<file path="src/rtl/fexec_pkg.sv">
/*
 * Constants for the floating execute datapath: word widths, instruction
 * codes, the deposit time-state code and loop counts.
 * Assumes a single synchronous clock domain and one data-break port.
 */
package fexec_pkg;

	// ************************************************************
	// Widths
	// ************************************************************
	localparam int unsigned WORD_W      = 12;
	localparam int unsigned FRAC_W      = 28;
	localparam int unsigned ADDR_W      = 15;
	localparam int unsigned SHC_W       = 6;
	localparam int unsigned STATUS_W    = 12;

	// ************************************************************
	// Field positions and counts
	// ************************************************************
	localparam int unsigned FRAC_OVF_BIT = 4;
	localparam logic [SHC_W-1:0] ALIGN_LIMIT = 6'h17; // 27 octal
	localparam logic [SHC_W-1:0] MUL_STEPS   = 6'h18;
	localparam logic [SHC_W-1:0] DIV_STEPS   = 6'h1c;
	localparam logic [SHC_W-1:0] SHC_ONE     = 6'h01;
	localparam logic [SHC_W-1:0] SHC_ZERO    = 6'h00;
	localparam logic [1:0] FP_WORDS = 2'h3;
	localparam logic [1:0] DP_WORDS = 2'h2;
	localparam logic [3:0] DEPOSIT_STATE = 4'h9; // 11 octal

	// ************************************************************
	// Instruction codes
	// ************************************************************
	typedef enum logic [2:0] {
		OP_LOAD  = 3'h0,
		OP_STORE = 3'h1,
		OP_ADD   = 3'h2,
		OP_ADDM  = 3'h3,
		OP_SUB   = 3'h4,
		OP_MUL   = 3'h5,
		OP_MULM  = 3'h6,
		OP_DIV   = 3'h7
	} instr_t;

endpackage : fexec_pkg

</file>
<file path="src/rtl/float_execute_datapath.sv">
/*
 * Execute phase of the floating coprocessor: load/store of the accumulator,
 * double-precision add/sub, floating add/sub, multiply and divide.
 * Assumes the memory answers each data-break request with mem_ack_in one
 * or more cycles later, read data valid beside the acknowledge.
 */
// The strobed register port and the register offsets were left to the implementer.
`timescale 1ns/1ps

module float_execute_datapath
	import fexec_pkg::*;
(
	// Clock, reset, enable
	input  wire logic                 sys_clk_in,
	input  wire logic                 arst_n_in,
	input  wire logic                 clk_en_in,
	// Command
	input  wire logic                 start_in,
	input  wire logic [2:0]           instr_in,
	input  wire logic                 dp_mode_in,
	input  wire logic [ADDR_W-1:0]    operand_pointer_in,
	// Accumulator seen from outside
	input  wire logic [WORD_W-1:0]    acc_exp_in,
	input  wire logic [2*WORD_W-1:0]  acc_frac_in,
	// Data-break memory port
	output logic                      mem_req_out,
	output logic                      mem_we_out,
	output logic [ADDR_W-1:0]         mem_addr_out,
	output logic [WORD_W-1:0]         mem_wdata_out,
	input  wire logic                 mem_ack_in,
	input  wire logic [WORD_W-1:0]    mem_rdata_in,
	// Results
	output logic                      busy_out,
	output logic                      done_out,
	output logic                      deposit_out,
	output logic                      exit_out,
	output logic [3:0]                time_state_out,
	output logic [FRAC_W-1:0]         o_reg_out,
	output logic [WORD_W-1:0]         quotient_low_word_out,
	output logic [SHC_W-1:0]          shift_counter_out,
	output logic                      excess_shift_flag_out,
	output logic [STATUS_W-1:0]       status_out,
	output logic [WORD_W-1:0]         floating_accumulator_exp_out,
	output logic [2*WORD_W-1:0]       floating_accumulator_frac_out
);

	// ************************************************************
	// State
	// ************************************************************
	typedef enum logic [3:0] {
		PH_IDLE, PH_FETCH, PH_STORE, PH_DPADD, PH_ALIGN, PH_SHIFT, PH_COMBINE,
		PH_MUL_SUM, PH_MUL_SHIFT, PH_DIV_TRY, PH_DIV_SHIFT, PH_FINISH, PH_DONE
	} phase_t;

	typedef struct packed {
		phase_t              ph;
		instr_t              op;
		logic                dp;
		logic [1:0]          widx;
		logic [1:0]          nwords;
		logic                req;
		logic                we;
		logic [ADDR_W-1:0]   addr;
		logic [WORD_W-1:0]   wdata;
		logic [WORD_W-1:0]   opexp;
		logic [FRAC_W-1:0]   opfrac;
		logic [WORD_W-1:0]   facexp;
		logic [2*WORD_W-1:0] facfrac;
		logic [FRAC_W-1:0]   a;
		logic [FRAC_W-1:0]   b;
		logic [FRAC_W-1:0]   o;
		logic [FRAC_W-1:0]   mq;
		logic [WORD_W-1:0]   qlw;
		logic [SHC_W-1:0]    shc;
		logic [SHC_W-1:0]    steps;
		logic                ovs;
		logic                neg;
		logic                cin;
		logic                first;
		logic [3:0]          ts;
		logic                done;
		logic                busy;
		logic                deposit;
		logic                exit;
		logic [STATUS_W-1:0] status;
	} state_t;

	state_t s_q, s_d;

	// Two's-complement magnitude, used for the multiplier and both divide operand sign strips
	function automatic logic [FRAC_W-1:0] mag(input logic [FRAC_W-1:0] v);
		mag = v[FRAC_W-1] ? (~v + {{(FRAC_W-1){1'b0}}, 1'b1}) : v;
	endfunction : mag

	function automatic logic [FRAC_W-1:0] neg_of(input logic [FRAC_W-1:0] v);
		neg_of = ~v + {{(FRAC_W-1){1'b0}}, 1'b1};
	endfunction : neg_of

	// ************************************************************
	// Next-state logic
	// ************************************************************
	logic [FRAC_W:0]   sum;
	logic [WORD_W:0]   ediff;
	logic [FRAC_W:0]   trial;
	logic [FRAC_W-1:0] afrac;

	always_comb begin
		s_d   = s_q;
		afrac = {s_q.facfrac, {(FRAC_W-2*WORD_W){1'b0}}};
		sum   = {s_q.a[FRAC_W-1], s_q.a} + {s_q.b[FRAC_W-1], s_q.b}
		        + {{FRAC_W{1'b0}}, s_q.cin};
		ediff = {s_q.facexp[WORD_W-1], s_q.facexp} - {s_q.opexp[WORD_W-1], s_q.opexp};
		trial = {1'b0, s_q.a} + {1'b0, ~s_q.b} + {{FRAC_W{1'b0}}, 1'b1};
		s_d.done = 1'b0;
		unique case (s_q.ph)
			PH_IDLE: begin
				if (start_in) begin
					s_d.op      = instr_t'(instr_in);
					s_d.dp      = dp_mode_in;
					s_d.addr    = operand_pointer_in;
					s_d.facexp  = acc_exp_in;
					s_d.facfrac = acc_frac_in;
					s_d.widx    = 2'h0;
					s_d.opexp   = '0;
					s_d.opfrac  = '0;
					s_d.exit    = 1'b0;
					s_d.ts      = 4'h0;
					s_d.nwords  = dp_mode_in ? DP_WORDS : FP_WORDS;
					s_d.req     = 1'b1;
					s_d.we      = (instr_t'(instr_in) == OP_STORE);
					s_d.wdata   = dp_mode_in ? acc_frac_in[2*WORD_W-1 -: WORD_W] : acc_exp_in;
					s_d.ph      = (instr_t'(instr_in) == OP_STORE) ? PH_STORE : PH_FETCH;
				end
			end
			PH_FETCH: begin
				// FP words: exponent, high, low; DP words: high, low
				if (mem_ack_in) begin
					if (!s_q.dp && s_q.widx == 2'h0)
						s_d.opexp = mem_rdata_in;
					else if (s_q.widx == s_q.nwords - 2'h2)
						s_d.opfrac[FRAC_W-1 -: WORD_W] = mem_rdata_in;
					else
						s_d.opfrac[FRAC_W-WORD_W-1 -: WORD_W] = mem_rdata_in;
					s_d.widx = s_q.widx + 2'h1;
					s_d.addr = s_q.addr + {{(ADDR_W-1){1'b0}}, 1'b1};
					if (s_q.widx + 2'h1 == s_q.nwords) begin
						s_d.req = 1'b0;
						s_d.ts  = 4'h1;
						unique case (s_q.op)
							OP_LOAD: s_d.ph = PH_FINISH;
							OP_MUL, OP_MULM, OP_DIV: s_d.ph = PH_FINISH;
							default: s_d.ph = s_q.dp ? PH_DPADD : PH_ALIGN;
						endcase
					end
				end
			end
			PH_STORE: begin
				if (mem_ack_in) begin
					s_d.widx = s_q.widx + 2'h1;
					s_d.addr = s_q.addr + {{(ADDR_W-1){1'b0}}, 1'b1};
					// Slice for the word after the one just accepted
					s_d.wdata = (s_q.widx + 2'h1 == s_q.nwords - 2'h2)
						? s_q.facfrac[2*WORD_W-1 -: WORD_W] : s_q.facfrac[WORD_W-1:0];
					if (s_q.widx + 2'h1 == s_q.nwords) begin
						s_d.req = 1'b0;
						s_d.we  = 1'b0;
						s_d.ph  = PH_DONE;
					end
				end
			end
			PH_DPADD: begin
				s_d.a   = afrac;
				s_d.b   = (s_q.op == OP_SUB) ? neg_of(s_q.opfrac) : s_q.opfrac;
				s_d.cin = 1'b0;
				s_d.ph  = PH_COMBINE;
			end
			PH_ALIGN: begin
				// Time state 1 mini 1/2: difference sign picks the B fraction
				s_d.qlw = s_q.opexp;
				s_d.shc = ediff[WORD_W] ? SHC_W'(neg_of({{(FRAC_W-WORD_W){1'b0}},
					ediff[WORD_W-1:0]})) : ediff[SHC_W-1:0];
				s_d.ovs = ediff[WORD_W]
					? ((~ediff[WORD_W-1:0] + 12'h001) > {6'h00, ALIGN_LIMIT})
					: (ediff[WORD_W-1:0] > {6'h00, ALIGN_LIMIT});
				s_d.cin = 1'b0;
				if (ediff[WORD_W]) begin
					// Operand exponent larger: operand fraction stays in A
					s_d.a   = (s_q.op == OP_SUB) ? ~s_q.opfrac : s_q.opfrac;
					s_d.cin = (s_q.op == OP_SUB);
					s_d.b   = afrac;
					s_d.qlw = s_q.opexp;
				end else begin
					s_d.a   = afrac;
					s_d.b   = (s_q.op == OP_SUB) ? neg_of(s_q.opfrac) : s_q.opfrac;
					s_d.qlw = s_q.facexp;
				end
				s_d.ts = 4'h3;
				s_d.ph = PH_SHIFT;
			end
			PH_SHIFT: begin
				if ((ediff[WORD_W] ? s_q.opfrac : afrac) == '0) begin
					s_d.o   = s_q.b;
					s_d.qlw = ediff[WORD_W] ? s_q.facexp : s_q.opexp;
					s_d.shc = SHC_ZERO;
					s_d.ts  = DEPOSIT_STATE;
					s_d.ph  = PH_DONE;
				end else if (s_q.ovs) begin
					s_d.b   = '0;
					s_d.shc = SHC_ZERO;
					s_d.ph  = PH_COMBINE;
				end else if (s_q.shc != SHC_ZERO) begin
					s_d.b   = $signed(s_q.b) >>> 1;
					s_d.shc = s_q.shc - SHC_ONE;
				end else
					s_d.ph = PH_COMBINE;
			end
			PH_COMBINE: begin
				// Sign of the wide sum differs from bit below: overflow
				if (sum[FRAC_W] != sum[FRAC_W-1]) begin
					if (s_q.dp) begin
						s_d.status[FRAC_OVF_BIT] = 1'b1;
						s_d.exit = 1'b1;
						s_d.ph   = PH_IDLE;
					end else begin
						s_d.o   = sum[FRAC_W:1];
						s_d.shc = SHC_ONE;
						s_d.ts  = DEPOSIT_STATE;
						s_d.ph  = PH_DONE;
					end
				end else begin
					s_d.o   = sum[FRAC_W-1:0];
					s_d.shc = SHC_ZERO;
					s_d.ts  = DEPOSIT_STATE;
					s_d.ph  = PH_DONE;
				end
			end
			PH_MUL_SUM: begin
				s_d.o     = sum[FRAC_W-1:0];
				s_d.steps = s_q.steps - SHC_ONE;
				s_d.ph    = PH_MUL_SHIFT;
			end
			PH_MUL_SHIFT: begin
				s_d.b  = s_q.mq[0] ? {1'b0, s_q.o[FRAC_W-1:1]} : {1'b0, s_q.b[FRAC_W-1:1]};
				s_d.mq = {1'b0, s_q.mq[FRAC_W-1:1]};
				s_d.ph = (s_q.steps == SHC_ZERO) ? PH_FINISH : PH_MUL_SUM;
			end
			PH_DIV_TRY: begin
				if (trial[FRAC_W]) begin
					s_d.o  = trial[FRAC_W-1:0];
					s_d.mq = {s_q.mq[FRAC_W-2:0], 1'b1};
				end else begin
					s_d.o  = s_q.a;
					s_d.mq = {s_q.mq[FRAC_W-2:0], 1'b0};
				end
				if (s_q.first) begin
					s_d.shc   = trial[FRAC_W] ? SHC_ONE : SHC_ZERO;
					s_d.first = 1'b0;
				end
				s_d.steps = s_q.steps - SHC_ONE;
				s_d.ph    = PH_DIV_SHIFT;
			end
			PH_DIV_SHIFT: begin
				s_d.o  = {s_q.o[FRAC_W-2:0], 1'b0};
				s_d.a  = {s_q.o[FRAC_W-2:0], 1'b0};
				s_d.ph = (s_q.steps == SHC_ZERO) ? PH_FINISH : PH_DIV_TRY;
			end
			PH_FINISH: begin
				s_d.ph = PH_DONE;
				if (s_q.op == OP_LOAD) begin
					s_d.facexp  = s_q.dp ? s_q.facexp : s_q.opexp;
					s_d.facfrac = s_q.opfrac[FRAC_W-1 -: 2*WORD_W];
				end else if (s_q.ts == 4'h1 && s_q.op != OP_DIV) begin
					// Multiply setup: magnitudes, carry-in forms A's negation
					s_d.mq    = mag(s_q.opfrac) >> (FRAC_W - 2*WORD_W);
					s_d.a     = afrac[FRAC_W-1] ? ~afrac : afrac;
					s_d.cin   = afrac[FRAC_W-1];
					s_d.b     = '0;
					s_d.neg   = afrac[FRAC_W-1] ^ s_q.opfrac[FRAC_W-1];
					s_d.steps = MUL_STEPS;
					s_d.ts    = 4'h2;
					s_d.ph    = PH_MUL_SUM;
				end else if (s_q.ts == 4'h1) begin
					s_d.a     = mag(afrac);
					s_d.b     = mag(s_q.opfrac);
					s_d.mq    = '0;
					s_d.neg   = afrac[FRAC_W-1] ^ s_q.opfrac[FRAC_W-1];
					s_d.steps = DIV_STEPS;
					s_d.first = 1'b1;
					s_d.ts    = 4'h2;
					s_d.ph    = PH_DIV_TRY;
				end else if (s_q.op == OP_DIV) begin
					s_d.o   = (s_q.shc == SHC_ONE) ? {1'b0, s_q.mq[FRAC_W-1:1]} : s_q.mq;
					s_d.o   = s_q.neg ? neg_of(s_d.o) : s_d.o;
					s_d.qlw = s_q.opexp;
					s_d.ts  = DEPOSIT_STATE;
				end else begin
					s_d.o   = s_q.neg ? neg_of(s_q.b) : s_q.b;
					s_d.qlw = s_q.opexp;
					s_d.shc = SHC_ZERO;
					s_d.ts  = DEPOSIT_STATE;
				end
			end
			PH_DONE: begin
				s_d.done = 1'b1;
				s_d.ph   = PH_IDLE;
			end
			default: s_d.ph = PH_IDLE;
		endcase
		// Registered so both flags leave straight from flip-flops
		s_d.busy    = (s_d.ph != PH_IDLE);
		s_d.deposit = s_d.done && (s_d.ts == DEPOSIT_STATE);
	end

	// ************************************************************
	// Registers
	// ************************************************************
	// Clock enable freezes everything, including the handshake
	always_ff @(posedge sys_clk_in or negedge arst_n_in) begin
		if (!arst_n_in)
			s_q <= '0;
		else if (clk_en_in)
			s_q <= s_d;
	end

	assign mem_req_out    = s_q.req;
	assign mem_we_out     = s_q.we;
	assign mem_addr_out   = s_q.addr;
	assign mem_wdata_out  = s_q.wdata;
	assign busy_out       = s_q.busy;
	assign done_out       = s_q.done;
	assign deposit_out    = s_q.deposit;
	assign exit_out       = s_q.exit;
	assign time_state_out = s_q.ts;
	assign o_reg_out      = s_q.o;
	assign quotient_low_word_out = s_q.qlw;
	assign shift_counter_out     = s_q.shc;
	assign excess_shift_flag_out = s_q.ovs;
	assign status_out            = s_q.status;
	assign floating_accumulator_exp_out  = s_q.facexp;
	assign floating_accumulator_frac_out = s_q.facfrac;

endmodule : float_execute_datapath

</file>
<file path="config.mk">
export PLATFORM = sky130hd
export DESIGN_NAME = float_execute_datapath
export DESIGN_NICKNAME = d
export VERILOG_FILES = /design/src/rtl/fexec_pkg.sv /design/src/rtl/float_execute_datapath.sv
export SDC_FILE = /design/constraint.sdc
export NUM_CORES = 1
export LEC_CHECK = 0
export BUFFER_PORTS_ARGS = -buffer_cell sky130_fd_sc_hd__buf_2
export CELL_PAD_IN_SITES_DETAIL_PLACEMENT = 1
export CELL_PAD_IN_SITES_GLOBAL_PLACEMENT = 1
export CORE_ASPECT_RATIO = 1.5
export CORE_MARGIN = 2
export CORE_UTILIZATION = 46
export DETAILED_ROUTE_END_ITERATION = 8
export GPL_ROUTABILITY_DRIVEN = 1
export PLACE_DENSITY_LB_ADDON = 0.1
export SLEW_MARGIN = 40
export SYNTH_ARGS = -nofsm -noshare
export SYNTH_HDL_FRONTEND = slang
export SYNTH_SLANG_ARGS = --single-unit
</file>
<file path="constraint.sdc">
create_clock -name sys_clk_in -period 5.74 [get_ports sys_clk_in]
set_clock_uncertainty 0.15 [all_clocks]
set_input_delay 0.287 -clock sys_clk_in [delete_from_list [all_inputs] [get_ports sys_clk_in]]
set_output_delay 0.287 -clock sys_clk_in [all_outputs]
set_load 0.1 [all_outputs]
</file>
=== After elaboration in Yosys (flattened, before gate mapping) ===
Index checks and enable logic that the tools add are counted.

* Bits in registers: 262
* Bits of input ports: 72
* Output and inout port bits: 132
* Logic and storage cells: 281

* Add/subtract/negate cells: 16
* $lt $le $gt $ge: 2
* Equality and inequality tests: 53
* Mux-type cells: 115
* Bitwise logic cells: 8
* Reduce and logical (&&, ||, !) cells: 55

{| class="wikitable"
|+ Operators by type and width
! kind !! count
|-
| 28-bit 2-to-1 mux || 19
|-
| 56-bit 2-to-1 mux || 4
|-
| 28-bit case mux with 6 select lines || 1
|-
| 36-bit case mux with 2 select lines || 2
|-
| 28-bit case mux with 5 select lines || 1
|-
| 136-bit 2-to-1 mux || 1
|-
| 117-bit 2-to-1 mux || 1
|-
| 28-bit by 1-bit adder with 28-bit output, second input constant || 4
|-
| 28-bit NOT || 4
|-
| 28-bit case mux with 4 select lines || 1
|-
| 12-bit 2-to-1 mux || 9
|-
| 4-bit 2-to-1 mux || 21
|-
| 28-bit case mux with 3 select lines || 1
|-
| 36-bit 2-to-1 mux || 2
|-
| 6-bit 2-to-1 mux || 11
|-
| 28-bit by 28-bit adder with 29-bit output || 2
|-
| 27-bit 2-to-1 mux || 2
|-
| 4-bit case mux with 12 select lines || 1
|-
| 2-bit != test, second input constant || 23
|-
| 15-bit case mux with 3 select lines || 1
|-
| 18-bit 2-to-1 mux || 2
|-
| 12-bit case mux with 3 select lines || 1
|-
| 4-bit AND reduction || 9
|-
| 6-bit case mux with 5 select lines || 1
|-
| 58 further kinds || 125
|}

=== Logic depth before layout (Yosys ltp) ===
Gate-level depths: netlist (run 1).

* Depth after elaboration: 10
* Depth in mapped cells: 21
* Depth with buffers taken out: 17

=== Worst setup path after synthesis (run 1) ===
Ideal clock, no wire load.

* Kind: reg-to-reg
* Start: reg s_q, in the netlist shift_counter_out[0]
* End: reg s_q, in the netlist o_reg_out[12]
* Library setup time: 126 ps
* Data arrival time: 4024 ps
* Required time: 5464 ps
* Setup slack: 1440 ps
* Cell stages (with the launch flop): 20
* Path buffers: 4
* Clock period less this slack: 4300 ps
* Path through: dfrtp_1 ha_1 nor2b_1 clkbuf_1 nand2_1 clkbuf_1 buf_1 nor2_1 a21oi_1 ha_1 nand2b_1 or3_1 or4_1 clkbuf_1 o21ai_0 a21boi_0 xor2_1 a221o_1 a211oi_1 o21ai_1

* Cells in the longest elaborated chain, start to end: 10

{| class="wikitable"
|+ RTL lines
! what !! line !! source
|-
| start, declared || float_execute_datapath.sv:88 || <nowiki>state_t s_q, s_d;</nowiki>
|-
| start signal, assigned || float_execute_datapath.sv:320 || <nowiki>s_q <= '0;</nowiki>
|-
| start signal, assigned || float_execute_datapath.sv:322 || <nowiki>s_q <= s_d;</nowiki>
|-
| 6-bit by 1-bit equality test with 1-bit output * || float_execute_datapath.sv:292 || <nowiki>s_d.o = (s_q.shc == SHC_ONE) ? {1'b0, s_q.mq[FRAC_W-1:1]} : s_q.mq;</nowiki>
|-
| 28-bit 2-to-1 mux * || float_execute_datapath.sv:292 ||
|-
| 28-bit NOT || float_execute_datapath.sv:96 || <nowiki>neg_of = ~v + {{(FRAC_W-1){1'b0}}, 1'b1};</nowiki>
|-
| 28-bit by 1-bit adder with 28-bit output || float_execute_datapath.sv:96 ||
|-
| 28-bit 2-to-1 mux * || float_execute_datapath.sv:293 || <nowiki>s_d.o = s_q.neg ? neg_of(s_d.o) : s_d.o;</nowiki>
|-
| 28-bit 2-to-1 mux * || float_execute_datapath.sv:291 || <nowiki>end else if (s_q.op == OP_DIV) begin</nowiki>
|-
| 28-bit 2-to-1 mux * || float_execute_datapath.sv:282 || <nowiki>end else if (s_q.ts == 4'h1) begin</nowiki>
|-
| 28-bit 2-to-1 mux * || float_execute_datapath.sv:272 || <nowiki>end else if (s_q.ts == 4'h1 && s_q.op != OP_DIV) begin</nowiki>
|-
| 136-bit 2-to-1 mux * || float_execute_datapath.sv:269 || <nowiki>if (s_q.op == OP_LOAD) begin</nowiki>
|-
| 28-bit case mux with 6 select lines * || float_execute_datapath.sv:115 || <nowiki>unique case (s_q.ph)</nowiki>
|}

Mark *: on every way between the ends. The rest lies on a longest branch, timed or not. The select of a mux whose other input is x is not followed.
A chain may end at the register's enable or synchronous reset.

=== Final worst setup path (run 1) ===
* Start: reg s_q[113] in the netlist's numbering
* End: reg s_q, in the netlist o_reg_out[17]

* Cells in the longest elaborated chain, start to end: 8
* Elaborated cells on any way between the ends: 18
* Classes of those cells: add/sub: 5; eq/ne: 2; mux: 9; bitwise: 1; reduce/logical: 1

{| class="wikitable"
|+ RTL lines
! what
|-
| parallel branches: the longest is 8 deep, another holds 28-bit by 28-bit adder with 29-bit output
|}

Several ways; the timed one is not identified. The select of a mux whose other input is x is not followed.

==> summary.md, run 1 <==
| Metric | Value |
|---|---|
| Clock Sinks | `between 200 and 300` |
| CTS H-Tree Depth | `1` |
| Flops & latches, synth | `262` |
| Global-route wire length before repair | `171 mm` |
| Slowest stage cell, crit path | `dfrtp_1` |
| Critical Path Stages | `14` |
| Crit path max-delay family | `compound AO/OA/AOI/OAI gates` |
| WP buf/inv | `4` |
| CTS tree | `built` |
| Port Buffers | `192` |
| Post-synth EDFFs | `0` |
| Filler instances | `6564` |
| Antenna viol nets, final | `0` |
| Hold Violations, Final | `0` |
| Via density per instance | `between 6 and 7` |
| Final layout net count | `~3.4k` |
| Fmax | `205 MHz` |
| FF-to-FF setup slack | `860 ps` |
| Worst EP required | `approximately 6100 ps` |
| Die ar. | `between 50000 and 60000 um^2` |
| Fin Setup TNS | `0 ps` |
| DP Cell Count | `3844` |
| Slew Limit Fails | `0` |
| Num rows | `103` |
| Vias in the first global route | `27.3k` |
| FF-to-FF path depth | `14` |
| Total Wirelength | `113 mm` |
| Layout cells sized above 1 | `13.5%` |
| Ys flop type | `dfrtp_1` |
| Die height | `between 200 and 300 um` |
| Crit path from | `s_q[113]` |
| Final setup fails | `0` |
| Post-synthesis sequential area ratio | `26.9%` |
| DP HPWL | `85.5 mm` |
| Die X | `192 um` |
| Initial DRC count | `just over 2k` |
| Post-Synthesis Cells | `3262` |
| Final GP Congestion | `1.01` |
| Mean Syn Cell Area | `around 7.5 um^2` |
| Non-Filler Instances | `3963` |
| CTS buffer count | `29` |
| Total Routing Usage GR | `40.8%` |
| CP endpoint kind | `flip-flop` |
| Max_slew headroom | `about two fifths` |
| Kind of critical path | `flip-flop to flip-flop` |
| CTS clk-pin slew, worst paths | `70 ps` |
| DR WL/cell | `28.5 um` |
| Min Tclk post-route | `4880 ps` |
| CP Max Fanout | `13` |
| Initial Util | `46.4%` |
| Antenna violations before repair | `2` |
| DP Area | `24900 um^2` |
| RSZ-0062 raised after global routing | `false` |
| Vias | `between 20k and 30k` |
| Critical R2R Capture | `o_reg_out[17]` |
| Worst-Margin Slew | `slightly below 900 ps` |
| Post-route cell area | `~27000 um^2` |
| Drt first pass iters | `6` |
| PostCTS Resize Cnt | `0` |
| YS warnings | `0` |
| End of the critical path | `o_reg_out[17]` |
| CP Launch Type | `flip-flop` |
| Max-Cap Viols | `0` |
| DRC violations left | `0` |
| R2r startpoint | `s_q[113]` |
| Clk_lat worst skew | `610 ps` |
| End-of-flow core utilization | `between 50% and 60%` |
| Layout area overhead | `9.27%` |
| Hold Crit Class | `input port to asynchronous set/reset pin` |
| Period utilisation layout | `between 80 and 90%` |
| Pin count of the biggest net entering global routing | `68` |
| CP Data Arrival Time | `5180 ps` |
| CP cell instances | `inv_1 > ha_1 > inv_1 > nand3_1 > a2111oi_0 > buf_4 > nor2_1 > o41a_1 > and3_1 > o21ai_1 > buf_4 > o221ai_1 > a221oi_1 > o21ai_1` |
| Root Driver | `clkbuf_16` |
| Netlist cell types | `between 100 and 150` |
| Grt ovf | `0` |
| Asr flop ratio synth | `100%` |
| Critical Path Max Stage Delay | `approximately 550 ps` |
| Clock tree buffer depth | `3` |
| Core Area | `52500 um^2` |
| IO Pins | `204` |
| Outcome | `completed` |
| Post-synth design cell area | `24400 um^2` |
[synth_stat cells (37+ instances only)]
cell type	n	area share [%]
a211oi_1	37	1.1
a21oi_1	256	5.3
a221oi_1	45	1.6
a31oi_1	84	2.2
buf_4	128	3.9
clkbuf_1	219	3.4
dfrtp_1	262	27
ha_1	78	4.0
inv_1	117	1.8
mux2_2	40	1.8
nand2_1	378	5.8
nand3_1	101	2.1
nor2_1	269	4.1
nor3_1	66	1.4
o21ai_0	319	6.6
o21ai_1	41	0.84
o31ai_1	56	1.7
xnor2_1	143	5.1
xor2_1	48	1.7
[per-layer routing]
layer	wire length [um]	share of wire (%)	GRT usage, %
met5	17	0.015	0
met4	11100	9.9	34.0
met3	6890	6.1	5.78
met2	53700	47	68.0
met1	41300	37	45.9
[flip-flops by register name, summed over array words and instances (netlist names)]
register	flops
shift_counter_out	6
floating_accumulator_exp_out	12
status_out	1
time_state_out	4
busy_out	1
deposit_out	1
mem_req_out	1
mem_addr_out	15
floating_accumulator_frac_out	24
exit_out	1
done_out	1
mem_we_out	1
quotient_low_word_out	12
o_reg_out	28
s_q	141
mem_wdata_out	12
excess_shift_flag_out	1
[logic make-up after synthesis]
kind of cell	count (synthesis)	synth area share, %
muxes	67	2.96
xor gates and xnor gates	191	6.87
adders and majority gates	82	4.34
buffers and inverters	509	10.4
and+or+nand+nor	1046	19.8
DFF	262	26.9
AOI/OAI and AO/OA	1104	28.7
other	1	0.0154
[how the worst min path moves through the flow]
stage                             start                              end  slack [ps]  cells after the start
final                         arst_n_in                 mem_addr_out[12]           5                      2
after global placement        arst_n_in                 mem_addr_out[12]         240                      1
after CTS                 acc_exp_in[0]  floating_accumulator_exp_out[0]         0.4                      3
after detailed placement      arst_n_in                 mem_addr_out[12]          50                      1
after global routing      acc_exp_in[0]  floating_accumulator_exp_out[0]          10                      3
after floorplan               arst_n_in                         busy_out        -160                      0
[stage by stage]
stage          hold slack (ps)  setup WS (ps)
2_1_floorplan             -159           1440
3_3_place_gp               241           1060
3_5_place_dp              50.0            968
4_1_cts                  0.363            924
5_1_grt                   13.0            573
6_report                  5.06            864
[layout by cell type, fill, tap and decap left out, drive strengths merged, types with 37 or more instances in the layout]
cell         count
a21oi          258
xnor2          143
a221oi          46
inv            118
a31oi           84
nor3            68
a211oi          37
dlygate4sd3     63
xor2            48
nor2           270
o31ai           57
mux2            40
dfrtp          262
o21ai          368
ha              78
buf            281
nand2          379
nand3          101
[cell type report]
type	count	area [um^2]	area share, %
Multi-Input combinational cell	2501	15400	57.9
Sequential cell	262	6560	24.6
Timing Repair Buffer	344	2340	8.81
Tap cell	682	853	3.21
Clock buffer	35	808	3.04
Inverter	119	447	1.68
Clock inverter	19	183	0.687
Antenna cell	1	2.50	0.00940
[what timing repair did]
action	in CTS	in global routing
hold buffers	63	0
setup buffers	0	0
endpoints found under the hold margin	233	0
Power of run 1 is left out: the tool's default activity adds up to more than one toggle a clock period on the data nets, which glitch-free logic cannot reach.
==> inputs of run 2 (changes only) <==
- clock period: 5.74 -> 5 ns (I/O delays scaled with it)
==> run 2 against run 1 <==
- critical path depth did not move
- count of clock-buffer cells in the layout is 5 higher
- non-clock buffer count up 55
- die area stayed put
- first-iteration DRC count fell by 5.8%
- flip-flop and latch count is the same
- global-route usage rose by 1.1 points
- fmax increased by 5.4%
- register-to-register slack got worse by 490 ps
- routed wire length rose by 2.6%
- setup slack worse by 490 ps
- core utilization grew 1.0 points
==> summary.md, run 2 (synthesis gave the netlist of run 1 again) <==
| Metric | Value |
|---|---|
| Outcome | `completed` |
| Clock tree buffer depth | `3 (unchanged)` |
| Drt first pass iters | `5 (-1)` |
| Leading cell type in the layout, fill and taps excluded | `nand2_1` |
| Post-route cell area | `27100 um^2 (+2.0%)` |
| DP Cell Count | `3894 (+1.3%)` |
| Antenna viol nets, final | `0 (unchanged)` |
| Pin count of the biggest net entering global routing | `131 (+93%)` |
| Antenna violations before repair | `6 (+4)` |
| Root Driver | `clkbuf_16` |
| Die height | `286 um (unchanged)` |
| Die X | `192 um (unchanged)` |
| Fin Setup TNS | `0 ps (unchanged)` |
| Most frequent cells in the layout | `nand2_1, o21ai_0, nor2_1` |
| Post-CTS Setup Repair Bufs | `0 (unchanged)` |
| Period utilisation layout | `92.5% (+7.6 points)` |
| Vias in the first global route | `27.7k (+1.5%)` |
| Kind of critical path | `flip-flop to flip-flop` |
| CTS H-Tree Depth | `1 (unchanged)` |
| Total Routing Usage GR | `41.9% (+1.1 points)` |
| Layout cells sized above 1 | `14.7% (+1.2 points)` |
| Non-Filler Instances | `4022 (+1.5%)` |
| Final GP Congestion | `0.986 (-2.4%)` |
| CP Launch Type | `flip-flop` |
| Num rows | `103 (unchanged)` |
| Hold Violations, Final | `0 (unchanged)` |
| DRC violations left | `0 (unchanged)` |
| Initial DRC count | `1927 (-5.8%)` |
| Max_slew headroom | `41.5% (+0.37 points)` |
| Global-route wire length before repair | `174 mm (+2.3%)` |
| Vias | `26.4k (+0.22%)` |
| Slew Limit Fails | `0 (unchanged)` |
| Clk_lat worst skew | `630 ps (+20 ps)` |
| Hold Crit Class | `input port to flip-flop` |
| CP Data Arrival Time | `4950 ps (-230 ps)` |
| Core Area | `52500 um^2 (unchanged)` |
| IO Pins | `204 (unchanged)` |
| Initial Util | `46.4% (unchanged)` |
| Total Wirelength | `116 mm (+2.6%)` |
| DR WL/cell | `28.8 um (+1.1%)` |
| CP endpoint kind | `flip-flop` |
| Layout area overhead | `11.4%` |
| Die ar. | `54800 um^2 (unchanged)` |
| Max reg flops | `141 (unchanged)` |
| Grt ovf | `0 (unchanged)` |
| Worst-Margin Slew | `872 ps (-5.54 ps)` |
| CTS clk-pin slew, worst paths | `70 ps (about the same)` |
| Clock Sinks | `262 (unchanged)` |
| RSZ-0062 raised after global routing | `false` |
| DP HPWL | `87.2 mm (+2.0%)` |
| Worst EP required | `5320 ps (-730 ps)` |
| Port Buffers | `192 (unchanged)` |
| CP Max Fanout | `9 (-4)` |
| Fmax | `216 MHz (+5.4%)` |
| Max-Cap Viols | `0 (unchanged)` |
| CTS buffer count | `30 (+3.4%)` |
| Min Tclk post-route | `4630 ps (-249 ps)` |
| Final setup fails | `0 (unchanged)` |
| Final layout net count | `3467 (+1.6%)` |
| Reg with most FFs | `s_q` |
| DP Area | `25400 um^2 (+1.7%)` |
| CTS tree | `built` |
| Via density per instance | `6.57 (-1.3%)` |
[run 2: per-layer routing]
metal  vias up  global-route usage, %  wire (um)
met3       460                   6.71       7050
met5         -                      0         27
met1     13100                   45.9      41700
met2      1189                   70.7      56100
li1      11700                      -          -
met4         4                   34.9      11100
[run 2: worst max-delay path: stages (launching register included)]
cell	delay, ps
dfrtp_1	640
inv_1	170
ha_1	490
nor2_1	80
a211oi_1	330
a2111oi_0	120
buf_4	180
nor2_1	310
o41a_1	310
and3_1	370
buf_4	220
o21ai_0	220
a22oi_1	390
nor3b_1	330
a41oi_1	160
[run 2: layout make-up]
type | instances | area (um^2)
sequential | 262 | 6560
clock inverter | 15 | 179
clock buffer | 40 | 860
timing repair buffer | 399 | 2790
antenna | 4 | 10.0
inverter | 119 | 447
multi-input combinational | 2501 | 15400
fill | 6512 | 25300
tap | 682 | 853
[run 2: final timing paths]
kind,startpoint,to,slack (ps),cells after the start
max,s_q[109],busy_out,370,14
min,dp_mode_in,s_q[269],30,3
max reg2reg,s_q[109],busy_out,370,14
min reg2reg,status_out[4],status_out[4],320,1
max in group asynchronous,arst_n_in,o_reg_out[25],3280,3
min in group asynchronous,arst_n_in,mem_addr_out[11],100,2
[run 2: metrics by stage]
step           worst slack, ps  utilization [%]  hold slack (ps)
2_1_floorplan              700                -             -196
3_3_place_gp               625             48.3              139
3_5_place_dp               400             48.4              152
4_1_cts                    331             51.6             4.53
5_1_grt                   70.7             51.7             20.8
6_report                   373             51.7             31.5
[run 2: what timing repair did]
| action | 4_1_cts | 5_1_grt |
|---|---|---|
| setup endpoints to repair | 0 | 2 |
| hold endpoints to repair | 181 | 0 |
| gates resized for setup | 0 | 2 |
| hold buffers | 67 | 0 |
Power of run 2 is left out for the same reason.
